File: src/dcr_counter.sv
// Function
// The count is four bits made of a divide-by-two stage and a separate divide-by-five stage, with no internal link between them.
// Each stage steps only on a falling edge of its own clock input, and the two clocks are independent.
// Outside logic must not use decodes of the count bits as clocks or strobes, since the bits settle one after another.
// When both clear inputs are high and the preset inputs are not both high, all four count bits are cleared, overriding both clocks.
// When both preset inputs are high the count is forced to nine: bit 0 high, bits 1 and 2 low, bit 3 high.
// Preset wins over clear and over both clocks when they act together.
// For decimal counting, outside wiring routes count bit 0 to the divide-by-five clock and the input pulses to the divide-by-two clock.
// In that decimal wiring the count runs zero to nine, bit 0 least significant, and returns to zero after nine.
// For a symmetric divide-by-ten, bit 3 drives the divide-by-two clock and the pulses drive the divide-by-five clock, giving a square wave on bit 0.
// Unlinked, the first flip-flop is a plain divide-by-two clocked by its own clock and seen on bit 0.
// The divide-by-five clock drives the upper three bits so that bit 3 makes one cycle per five falling edges.
// Counting happens only while at least one clear input is low and at least one preset input is low.
// The divide-by-five stage counts zero to four on bits 1 to 3, bit 1 least significant, and wraps to zero on the fifth edge.
`timescale 1ns/100ps
// package sits here so it is compiled before every user of it in this and later files
package dcr_pkg;
	localparam int CNT_W = 4;
	localparam int HI_W = 3;
	localparam int SYNC_W = 6;
	// positions in the synchronised input vector
	localparam int IN_DIV2 = 0;
	localparam int IN_DIV5 = 1;
	localparam int IN_CLR_A = 2;
	localparam int IN_CLR_B = 3;
	localparam int IN_PRE_A = 4;
	localparam int IN_PRE_B = 5;
	// clock pins idle high, so their synchronisers reset high
	localparam logic [SYNC_W-1:0] SYNC_RST = 6'h03;
	localparam logic [CNT_W-1:0] CNT_RST = 4'h0;
	localparam logic [CNT_W-1:0] CNT_NINE = 4'h9;
	localparam logic [HI_W-1:0] HI_LAST = 3'h4;
	localparam logic [HI_W-1:0] HI_ZERO = 3'h0;
	localparam logic [HI_W-1:0] HI_STEP = 3'h1;
endpackage

module dcr_counter (
	// clock and reset
	input wire logic CLK_I,
	input wire logic RST_I,
	// stage clocks, active on falling edge
	input wire logic DIV2_CLOCK_N_I,
	input wire logic DIV5_CLOCK_N_I,
	// clear and preset-to-nine pairs
	input wire logic CLEAR_IN_A_I,
	input wire logic CLEAR_IN_B_I,
	input wire logic PRESET_NINE_A_I,
	input wire logic PRESET_NINE_B_I,
	// count
	output logic [dcr_pkg::CNT_W-1:0] COUNT_O
);
	import dcr_pkg::*;

	logic [SYNC_W-1:0] pins;
	logic [SYNC_W-1:0] lvl;
	logic div2_prev_reg;
	logic div2_prev_next;
	logic div5_prev_reg;
	logic div5_prev_next;
	logic lo_reg;
	logic lo_next;
	logic [HI_W-1:0] hi_reg;
	logic [HI_W-1:0] hi_next;
	logic fall2;
	logic fall5;
	logic clear_act;
	logic preset_act;
	logic idle;

	assign pins = {PRESET_NINE_B_I, PRESET_NINE_A_I, CLEAR_IN_B_I,
		CLEAR_IN_A_I, DIV5_CLOCK_N_I, DIV2_CLOCK_N_I};

	// pins are foreign to CLK_I, every one goes through two flops
	dcr_sync u_sync (
		.CLK_I(CLK_I),
		.RST_I(RST_I),
		.async_i(pins),
		.sync_o(lvl)
	);

	// edges come from the second flop only, never the first
	assign fall2 = div2_prev_reg & ~lvl[IN_DIV2];
	assign fall5 = div5_prev_reg & ~lvl[IN_DIV5];
	assign clear_act = lvl[IN_CLR_A] & lvl[IN_CLR_B];
	assign preset_act = lvl[IN_PRE_A] & lvl[IN_PRE_B];
	assign idle = ~clear_act & ~preset_act;

	always_comb begin
		div2_prev_next = lvl[IN_DIV2];
		div5_prev_next = lvl[IN_DIV5];
		lo_next = lo_reg;
		hi_next = hi_reg;
		if (preset_act) begin
			// preset checked first so it beats clear and clocks
			lo_next = CNT_NINE[0];
			hi_next = CNT_NINE[CNT_W-1:1];
		end else if (clear_act) begin
			lo_next = CNT_RST[0];
			hi_next = CNT_RST[CNT_W-1:1];
		end else begin
			// stages step apart, no internal carry between them
			if (fall2) begin
				lo_next = ~lo_reg;
			end
			if (fall5) begin
				if (hi_reg >= HI_LAST) begin
					hi_next = HI_ZERO;
				end else begin
					hi_next = hi_reg + HI_STEP;
				end
			end
		end
	end

	always_ff @(posedge CLK_I or posedge RST_I) begin
		if (RST_I) begin
			div2_prev_reg <= 1'b1;
			div5_prev_reg <= 1'b1;
			lo_reg <= CNT_RST[0];
			hi_reg <= CNT_RST[CNT_W-1:1];
		end else begin
			div2_prev_reg <= div2_prev_next;
			div5_prev_reg <= div5_prev_next;
			lo_reg <= lo_next;
			hi_reg <= hi_next;
		end
	end

	// bit 0 below the five-stage gives 8421 order when wired for decimal
	assign COUNT_O = {hi_reg, lo_reg};
endmodule

File: src/dcr_sync.sv
`timescale 1ns/100ps
module dcr_sync (
	// clock and reset
	input wire logic CLK_I,
	input wire logic RST_I,
	// raw pins and synchronised levels
	input wire logic [dcr_pkg::SYNC_W-1:0] async_i,
	output logic [dcr_pkg::SYNC_W-1:0] sync_o
);
	import dcr_pkg::*;
	logic [SYNC_W-1:0] meta_reg;
	logic [SYNC_W-1:0] sync_reg;

	genvar g;
	generate
		for (g = 0; g < SYNC_W; g++) begin : g_bit
			always_ff @(posedge CLK_I or posedge RST_I) begin
				if (RST_I) begin
					meta_reg[g] <= SYNC_RST[g];
					sync_reg[g] <= SYNC_RST[g];
				end else begin
					meta_reg[g] <= async_i[g];
					sync_reg[g] <= meta_reg[g];
				end
			end
		end
	endgenerate

	assign sync_o = sync_reg;
endmodule

File: config.mk
export PLATFORM = sky130hd
export DESIGN_NAME = dcr_counter
export DESIGN_NICKNAME = d
export VERILOG_FILES = /design/src/dcr_counter.sv /design/src/dcr_sync.sv
export SDC_FILE = /design/constraint.sdc
export NUM_CORES = 1
export LEC_CHECK = 0
export ABC_AREA = 1
export BUFFER_PORTS_ARGS = -buffer_cell sky130_fd_sc_hd__buf_2
export CAP_MARGIN = 20
export CORE_MARGIN = 4
export CORE_UTILIZATION = 40
export DETAILED_ROUTE_END_ITERATION = 8
export GPL_TIMING_DRIVEN = 1
export PLACE_DENSITY_LB_ADDON = 0.1
export REMOVE_ABC_BUFFERS = 1
export SYNTH_ARGS = -nofsm -noshare
export SYNTH_HDL_FRONTEND = slang
export SYNTH_SLANG_ARGS = --single-unit
File: constraint.sdc
create_clock -name CLK_I -period 1.19 [get_ports CLK_I]
set_input_delay 0.119 -clock CLK_I [delete_from_list [all_inputs] [get_ports CLK_I]]
set_output_delay 0.119 -clock CLK_I [all_outputs]
set_load 0.01 [all_outputs]
# Yosys cells after proc, flatten, opt, wreduce, memory -nomap -nowiden

Cells that the tools add are included.

Word-level logic and storage cells: 34
Input bits: 8
Register bits after elaboration: 18
Output and inout bits: 4

$lt $le $gt $ge: 1
Bitwise gates (word level): 7
$add $sub $neg: 1
Mux-type cells: 7
Reductions and logical operators: 2

Operator list:

| kind                                                          | number |
|---|---|
| 3-bit 2-to-1 mux                                              | 4 |
| 3-bit nonzero test                                            | 2 |
| 1-bit AND                                                     | 4 |
| 3-bit by 1-bit adder with 3-bit output, second input constant | 1 |
| 3-bit >= comparator, second input constant                    | 1 |
| 1-bit 2-to-1 mux                                              | 3 |
| 1-bit inverter                                                | 3 |

# Longest topological paths before layout

Gate-level depths: netlist of the first run.

Word-level depth: 5
Depth in mapped cells: 6
Depth with buffers taken out: 6

# By module

Synthesis of the first run repeated with hierarchy kept, for this count alone.

Cells, all modules: 55
Area, all modules: 639.4 um^2

Modules (own cells, without submodules):

| module      | sequential area each (um^2) | times used | cells an instance | area each (um^2) |
|---|---|---|---|---|
| dcr_counter | 152.6                       | 1          | 42                | 330.3 |
| dcr_sync    | 305.3                       | 1          | 13                | 309.0 |

# Worst setup path after synthesis of the first run

No wires, ideal clock.

Kind: register -> register
Start: register hi_reg[0]
End: register hi_reg[1]
Path buffers: 0
Arrival: 0.931 ns
Path slack: 0.141 ns
Required time: 1.072 ns
Setup time: 0.118 ns
Cell stages (with the launch flop): 7
Clock period less this slack: 1.049 ns
Path through: dfrtp_1 -> inv_1 -> ha_1 -> nand2_1 -> nor2_1 -> nand2_1 -> nand2_1

Cells in the longest elaborated chain, start to end: 5
Elaborated cells between the ends (all ways): 6
Classes of those cells: add/sub: 1; order compare: 1; mux: 4

Ends and longest elaborated chain:

| element                                                                              | line                                   | source |
|---|---|---|
| start: declaration                                                                   | dcr_counter.sv:62                      | `logic [HI_W-1:0] hi_reg;` |
| start signal: assignment                                                             | dcr_counter.sv:120                     | `hi_reg <= CNT_RST[CNT_W-1:1];` |
| start signal: assignment                                                             | dcr_counter.sv:125                     | `hi_reg <= hi_next;` |
| 3-bit by 1-bit adder with 3-bit output / 3-bit >= comparator (equally long branches) | dcr_counter.sv:109, dcr_counter.sv:106 |  |
| 3-bit 2-to-1 mux *                                                                   | dcr_counter.sv:106                     | `if (hi_reg >= HI_LAST) begin` |
| 3-bit 2-to-1 mux *                                                                   | dcr_counter.sv:105                     | `if (fall5) begin` |
| 3-bit 2-to-1 mux *                                                                   | dcr_counter.sv:97                      | `end else if (clear_act) begin` |
| 3-bit 2-to-1 mux *                                                                   | dcr_counter.sv:93                      | `if (preset_act) begin` |

Every way passes the cells marked *; elsewhere a longest branch is shown, timed or not. The select of a mux whose other input is x is not followed.
A chain may end at the register's enable or synchronous reset.

# Worst setup path in the final report of the first run

Ends and elaborated chain as after synthesis.

==> results of run 1 <==
[power breakdown]
part | leakage, nW | internal, mW | switching (mW)
registers | 0.207 | 0.655 | 0.0193
clock network | 0.0210 | 0.186 | 0.174
logic | 0.196 | 0.0504 | 0.0541
[cell usage in the layout, fill, tap and decap left out, drive strengths merged]
cell type    synthesis  routed
buf                  1      12
clkbuf               0       4
dfrtp               12      12
dfstp                6       6
dlygate4sd3          0       7
ha                   2       2
inv                  9       9
nand2               15      15
nand3                3       3
nand4                3       3
nor2                 3       3
[worst paths after layout]
| kind | from | to | slack [ps] |
|---|---|---|---|
| setup / recovery | hi_reg[0] | hi_reg[1] | 130 |
| hold / removal | u_sync.meta_reg[3] | u_sync.sync_o[3] | 360 |
| setup reg to reg | hi_reg[0] | hi_reg[1] | 130 |
| hold reg to reg | u_sync.meta_reg[3] | u_sync.sync_o[3] | 360 |
| max in group asynchronous | RST_I | div2_prev_reg | 550 |
| min in group asynchronous | RST_I | u_sync.meta_reg[2] | 380 |
[cell families (layout without fill, tap and decap cells)]
kind of cell,after synthesis,count (layout),synth area share
adder cells (fa/ha/maj),2,2,0.0394
buffers and inverters,10,32,0.0650
AND/OR/NAND/NOR,24,24,0.175
flip-flops,18,18,0.720
[area by class of cell]
| class | count | area (um^2) |
|---|---|---|
| Tap cell | 16 | 20.0 |
| Clock buffer | 4 | 36.3 |
| Timing Repair Buffer | 19 | 133 |
| Fill cell | 133 | 689 |
| Multi-Input combinational cell | 26 | 136 |
| Sequential cell | 18 | 458 |
| Inverter | 9 | 33.8 |
[layer usage]
metal  global-route usage  up-vias
li1                     -      206
met2                0.153       11
met4               0.0323        0
met5                    0        -
met1                0.116      180
met3               0.0338        0
[metrics by stage]
stage	utilization	setup WS, ps	cell area [um^2]
2_1_floorplan	-	141	628
3_3_place_gp	0.472	174	711
3_5_place_dp	0.472	143	711
4_1_cts	0.542	122	817
5_1_grt	0.542	22.3	817
6_report	0.542	131	817
==> flow_summary.json, run 1 <==
{
  "clkLatencyLatePin_ps": 280,
  "wl_met3_um": 58,
  "wl_met1_um": 427,
  "wl_um": 856,
  "drt_drc_violations_left": 0,
  "cts_buffers": 3,
  "cp-start-kind": "flop",
  "grt_max_degree": 19,
  "holdWs_ps": 356,
  "max-slew-margin-rel": 0.850,
  "coreArea_um2": 1510,
  "root_buffer": "clkbuf_4",
  "setup_violations": 0,
  "drt_first_pass_iters": 3,
  "first_global_vias": 373,
  "ys_top_cells_by_area": "dfrtp_1 47%, dfstp_2 25%, nand2_1 7.1%",
  "wl_per_cell_um": 9.30,
  "syn_area_um2": 636,
  "final_cells": 92,
  "dr.max_layer_used": "met3",
  "final_nets": 87,
  "area_delta_synth_final_pct": 28.5,
  "antenna_left": 0,
  "setup.worst_path.class": "reg -> reg",
  "maxCapViolations": 0,
  "cts_resized": 0,
  "routed-wl-met2_um": 369,
  "antenna_found_initial": 0,
  "slowest_stage": "dfrtp_1",
  "outcome": "finished clean",
  "endpoint_kind": "flop",
  "fmax_ghz": 0.945,
  "seq_area_frac_synth": 0.720,
  "port_buffers": 11,
  "cts_hold_buf": 7,
  "hold_depth": 0,
  "clk_path_buf_depth": 2,
  "synth_common_cells": "12 x dfrtp_1, 12 x nand2_1, 9 x inv_1, 6 x dfstp_2",
  "ys_warn_count": 0,
  "power_mw": 1.14,
  "die_area_um2": 2290,
  "drive_gt1_frac": 0.342,
  "ys_async_sr_fraction": 1.00,
  "cp.depth": 6,
  "slowest_delay_ps": 420,
  "p_leak_nw": 0.423,
  "worst_slew_pin_slew_ps": 225,
  "period_needed_ps": 1060,
  "clk_pin_slew_ps": 100,
  "chipHeight_um": 47.9,
  "grt-ovfl-total": 0,
  "cts_tree": "yes",
  "crit_chain": "inv_1, ha_1, nand2_1, nor2_1, nand2_1, nand2_1",
  "critical_path_required_ps": 1370,
  "r2r_cells": 6,
  "synth_top_area_share": 0.472,
  "hold_class": "reg -> reg",
  "dp_hpwl_um": 608,
  "via_per_inst": 4.32,
  "rsz0062_at_grt": "false",
  "grt_pass1_wl_mm": 1.47,
  "dpl.cell_count": 81,
  "synth_edf_count": 0,
  "start_util": 0.422,
  "synth.avg_cell_area_um2": 11.8,
  "drtIter0Drc": 7,
  "path_delay_family": "flip-flops",
  "hold_viol": 0,
  "cpMostUsedCell": "nand2_1",
  "diodes": 0,
  "crit_buf_inv": 1,
  "grt.total_usage": 0.0945,
  "place_congestion": 0.754,
  "io_pins": 12,
  "fin_crit_sh": 0.890,
  "synth_ff_type": "dfrtp_1",
  "irDropWorstVdd_mv": 0.693,
  "synth_top_cell_by_area": "dfrtp_1",
  "rows": 14,
  "report.final.slew_viol_count": 0,
  "post_cts_buffers": 0,
  "fin_skew_ps": 3.11,
  "power.density_nw_per_um2": 1390,
  "cts.sinks": 18,
  "synth_cells": 54,
  "worstPathMaxFanout": 5,
  "htreeDepth": 1,
  "ys_ff_latch": 18,
  "yosysUniqueCellTypes": 11,
  "arrival_ps": 1240,
  "die_x_um": 47.9,
  "tns_ps": 0,
  "vias": 397
}
Power figures use the tool's default switching activity.
==> inputs of run 2 (changes only) <==
--- a/config.mk
+++ b/config.mk
@@ -12,7 +12,7 @@
 export CORE_UTILIZATION = 40
 export DETAILED_ROUTE_END_ITERATION = 8
 export GPL_TIMING_DRIVEN = 1
-export PLACE_DENSITY_LB_ADDON = 0.1
+export PLACE_DENSITY = 0.58
 export REMOVE_ABC_BUFFERS = 1
 export SYNTH_ARGS = -nofsm -noshare
 export SYNTH_HDL_FRONTEND = slang
==> run 2 against run 1 <==
Compared with the run above:
- non-clock buffer count unchanged
- die area unchanged
- final cell count down 1.1%
==> flow_summary.json, run 2 (synthesis gave the netlist of run 1 again) <==
{
  "outcome": "finished clean",
  "final_cell_mix": "12 x nand2_1, 12 x dfrtp_1, 11 x buf_2",
  "maxCapViolations": 0,
  "ff_latch_area_um2": 458,
  "grt.total_usage": 0.105,
  "p_clk_frac": 0.263,
  "cts_buffers": 3,
  "cts_resized": 0,
  "grt-ovfl-total": 0,
  "io_pins": 12,
  "clk_pin_slew_ps": 90,
  "cts.sinks": 18,
  "max-slew-margin-rel": 0.849,
  "period_needed_ps": 1050,
  "chipHeight_um": 47.9,
  "worstPathMaxFanout": 5,
  "dp_hpwl_um": 624,
  "die_x_um": 47.9,
  "fillers": 141,
  "grt_pass1_wl_mm": 1.64,
  "power_switching_share": 0.221,
  "place_congestion": 0.707,
  "multi_input_area_um2": 136,
  "irDropWorstVdd_mv": 0.656,
  "hold_class": "reg -> reg",
  "wl_per_cell_um": 9.77,
  "antenna_found_initial": 0,
  "start_util": 0.422,
  "rows": 14,
  "final_nets": 87,
  "endpoint_kind": "flop",
  "diodes": 0,
  "power.share.sequential": 0.638,
  "crit_path_start": "hi_reg[0]",
  "die_area_um2": 2290,
  "setup_violations": 0,
  "fin_crit_sh": 0.884,
  "htreeDepth": 1,
  "holdWs_ps": 353,
  "hold_viol": 0,
  "critical_path_required_ps": 1370,
  "fmax_ghz": 0.951,
  "grt_max_degree": 19,
  "drt_first_pass_iters": 4,
  "p_leak_nw": 0.416,
  "first_global_vias": 415,
  "report.final.slew_viol_count": 0,
  "fin_skew_ps": 4.07,
  "clk_path_buf_depth": 2,
  "tns_ps": 0,
  "drive_gt1_frac": 0.333,
  "setup.worst_path.class": "reg -> reg",
  "root_buffer": "clkbuf_4",
  "port_buffers": 11,
  "p_sw_mw": 0.233,
  "cts_tree": "yes",
  "vias": 402,
  "rr_startpoint": "hi_reg[0]",
  "combPwrFrac": 0.100,
  "antenna_left": 0,
  "rsz0062_at_grt": "false",
  "pre_cts_slack_ps": 137,
  "setup_slack_ps": 139,
  "coreArea_um2": 1510,
  "clkLatencyLatePin_ps": 280,
  "via_per_inst": 4.42,
  "post_cts_buffers": 0,
  "worst_slew_pin_slew_ps": 227,
  "p_int_mw": 0.823,
  "wl_um": 889,
  "cp-start-kind": "flop",
  "drt_drc_violations_left": 0,
  "area_delta_synth_final_pct": 26.4,
  "drtIter0Drc": 2,
  "arrival_ps": 1230,
  "cts_hold_buf": 7,
  "holdCritStartpoint": "u_sync.meta_reg[4]",
  "power.density_nw_per_um2": 1320
}
[run 2: changes by cell type in the layout (fill, tap and decap cells not counted), sizes merged]
cell / previous run / this run
clkbuf: 4 / 3
[run 2: per-stage QoR]
| step | area [um^2] | power (mW) | std cells | utilization |
|---|---|---|---|---|
| after floorplan | 628 | 0.737 | 53 | - |
| after global placement | 711 | 0.773 | 81 | 0.472 |
| after detailed placement | 711 | 0.777 | 81 | 0.472 |
| after CTS | 803 | 1.08 | 91 | 0.533 |
| after global routing | 803 | 1.12 | 91 | 0.533 |
| final | 803 | 1.06 | 91 | 0.533 |
[run 2: worst max-delay path, cell delays in order, from the launching register on]
cell,delay (ps)
dfrtp_1,410
inv_1,60
ha_1,290
nand2_1,70
nor2_1,40
nand2_1,50
nand2_1,40
[run 2: worst paths after layout]
kind	end	slack [ps]	cells after the start
setup / recovery	hi_reg[1]	140	6
hold / removal	u_sync.sync_o[4]	350	0
setup reg to reg	hi_reg[1]	140	6
hold reg to reg	u_sync.sync_o[4]	350	0
max in group asynchronous	u_sync.sync_o[1]	540	4
min in group asynchronous	u_sync.meta_reg[3]	390	4
[run 2: per-layer routing]
| metal | vias to the layer above | global-route usage | wire [um] |
|---|---|---|---|
| met3 | 0 | 0.0338 | 63 |
| met1 | 188 | 0.125 | 379 |
| met5 | - | 0 | 0 |
| li1 | 204 | - | - |
| met2 | 10 | 0.164 | 445 |
| met4 | 0 | 0.0645 | 0 |
[run 2: area by class of cell]
cell class                      instances  share of cell area
Sequential cell                        18               0.570
Multi-Input combinational cell         26               0.170
Timing Repair Buffer                   19               0.165
Inverter                                9              0.0421
Clock buffer                            3              0.0280
Tap cell                               16              0.0249
[run 2: power groups by stage]
stage          clock network, mW  registers (mW)  logic (mW)
4_1_cts                    0.301           0.675       0.108
5_1_grt                    0.319           0.681       0.123
6_report                   0.277           0.674       0.105
3_3_place_gp                   0           0.685      0.0880
3_5_place_dp                   0           0.687      0.0903
2_1_floorplan                  0           0.690      0.0477
==> inputs of run 3 (changes only) <==
--- a/config.mk
+++ b/config.mk
@@ -6,13 +6,13 @@
 export NUM_CORES = 1
 export LEC_CHECK = 0
 export ABC_AREA = 1
-export BUFFER_PORTS_ARGS = -buffer_cell sky130_fd_sc_hd__buf_2
 export CAP_MARGIN = 20
 export CORE_MARGIN = 4
 export CORE_UTILIZATION = 40
 export DETAILED_ROUTE_END_ITERATION = 8
+export DONT_BUFFER_PORTS = 1
 export GPL_TIMING_DRIVEN = 1
-export PLACE_DENSITY = 0.58
+export PLACE_DENSITY = 0.51
 export REMOVE_ABC_BUFFERS = 1
 export SYNTH_ARGS = -nofsm -noshare
 export SYNTH_HDL_FRONTEND = slang
==> run 3 against run 2 <==
Compared with the run above:
- cell area down 4.2%
- critical path type unchanged
- clock power increased by 30%
- via count is 8.2% lower
- utilization down 2.2 points
- clock skew increased by 6.0 ps
- power increased by 6.2%
==> flow_summary.json, run 3 (synthesis gave the netlist of run 1 again) <==
{
  "area_delta_synth_final_pct": 21.1,
  "r2r_cells": 6,
  "final_nets": 77,
  "antenna_left": 0,
  "die_area_um2": 2290,
  "grt_max_degree": 19,
  "coreArea_um2": 1510,
  "drtIter0Drc": 1,
  "crit_chain": "inv_1, ha_1, nand2_1, nor2_1, nand2_1, nand2_1",
  "grt_pass1_wl_mm": 1.50,
  "wl_um": 843,
  "wl_per_cell_um": 10.3,
  "grt.total_usage": 0.101,
  "slowest_stage": "dfrtp_1",
  "fillers": 128,
  "via_per_inst": 4.50,
  "clk_path_buf_depth": 2,
  "io_pins": 12,
  "power.density_nw_per_um2": 1460,
  "maxCapViolations": 0,
  "power_mw": 1.12,
  "grt-ovfl-total": 0,
  "tns_ps": 0,
  "holdWs_ps": 266,
  "cpMostUsedCell": "nand2_1",
  "period_needed_ps": 1060,
  "root_buffer": "clkbuf_4",
  "hold_class": "in -> async",
  "chipHeight_um": 47.9,
  "place_congestion": 0.704,
  "cts_tree": "yes",
  "p_leak_nw": 0.383,
  "path_delay_family": "flip-flops",
  "arrival_ps": 1250,
  "hold_viol": 0,
  "drive_gt1_frac": 0.242,
  "outcome": "finished clean",
  "post_cts_buffers": 0,
  "final_cell_mix": "12 x nand2_1, 12 x dfrtp_1, 9 x inv_1",
  "setup_violations": 0,
  "die_x_um": 47.9,
  "cp-start-kind": "flop",
  "slowest_delay_ps": 450,
  "endpoint_kind": "flop",
  "cts.sinks": 18,
  "crit_buf_inv": 1,
  "report.final.slew_viol_count": 0,
  "cts_hold_buf": 7,
  "reg2reg_to": "hi_reg[1]",
  "drt_first_pass_iters": 2,
  "irDropWorstVdd_mv": 0.995,
  "antenna_found_initial": 0,
  "worst_slew_pin_slew_ps": 225,
  "fin_skew_ps": 10.1,
  "fmax_ghz": 0.940,
  "clk_pin_slew_ps": 100,
  "critical_path_required_ps": 1380,
  "rows": 14,
  "fin_crit_sh": 0.894,
  "ff_latch_area_um2": 458,
  "cts_resized": 0,
  "start_util": 0.422,
  "diodes": 0,
  "worstPathMaxFanout": 4,
  "rsz0062_at_grt": "false",
  "regToRegSetupSlack_ps": 130,
  "setup.worst_path.class": "reg -> reg",
  "dp_hpwl_um": 590,
  "htreeDepth": 1,
  "final_util": 0.511,
  "multi_input_area_um2": 136,
  "port_buffers": 0,
  "max-slew-margin-rel": 0.850,
  "first_global_vias": 345,
  "rr_startpoint": "hi_reg[1]",
  "clkLatencyLatePin_ps": 290,
  "cp.depth": 6,
  "drt_drc_violations_left": 0,
  "vias": 369,
  "cts_buffers": 3
}
[run 3: cell types whose count changed in the layout (fill, tap and decap cells not counted)]
cell	change
buf_4	+1
buf_2	-11
clkbuf_8	+1
[run 3: worst max-delay path by stage]
stage	to	startpoint	slack [ps]
detailed placement	hi_reg[1]	hi_reg[1]	130
CTS	hi_reg[1]	hi_reg[1]	110
global route	hi_reg[1]	hi_reg[1]	30
global placement	hi_reg[1]	hi_reg[1]	150
finish	hi_reg[1]	hi_reg[1]	130
floorplan	hi_reg[1]	hi_reg[0]	140
[run 3: report_power, final]
group          total [mW]  switching [mW]  internal [mW]
registers           0.681          0.0259          0.655
logic              0.0820          0.0440         0.0379
clock network       0.359           0.173          0.186
total                1.12           0.243          0.879
[run 3: through the flow]
step / cell area, um^2 / setup WS [ps] / std cells
after global routing: 769 / 32.2 / 82
after global placement: 663 / 148 / 71
after CTS: 769 / 113 / 82
after detailed placement: 663 / 134 / 71
after floorplan: 628 / 141 / 53
final: 769 / 127 / 82
[run 3: final cells by class]
cell class	instances	area share
Sequential cell	18	0.595
Multi-Input combinational cell	26	0.177
Timing Repair Buffer	9	0.111
Clock buffer	4	0.0472
Inverter	9	0.0439
Tap cell	16	0.0260
[run 3: worst register-to-register path: cells and delay by family, from the launching register on]
kind	cells	cell delay, ps
adder cells (fa/ha/maj)	1	260
buffers and inverters	1	60
flip-flops	1	450
AND/OR/NAND/NOR	4	190
[run 3: layer usage]
layer / up-vias / share of wire / GRT usage / wire length (um)
met1: 171 / 0.45 / 0.121 / 383
li1: 187 / - / - / -
met5: - / 0 / 0 / 0
met3: 0 / 0.071 / 0.0677 / 60
met4: 0 / 0 / 0.0484 / 0
met2: 11 / 0.47 / 0.140 / 399
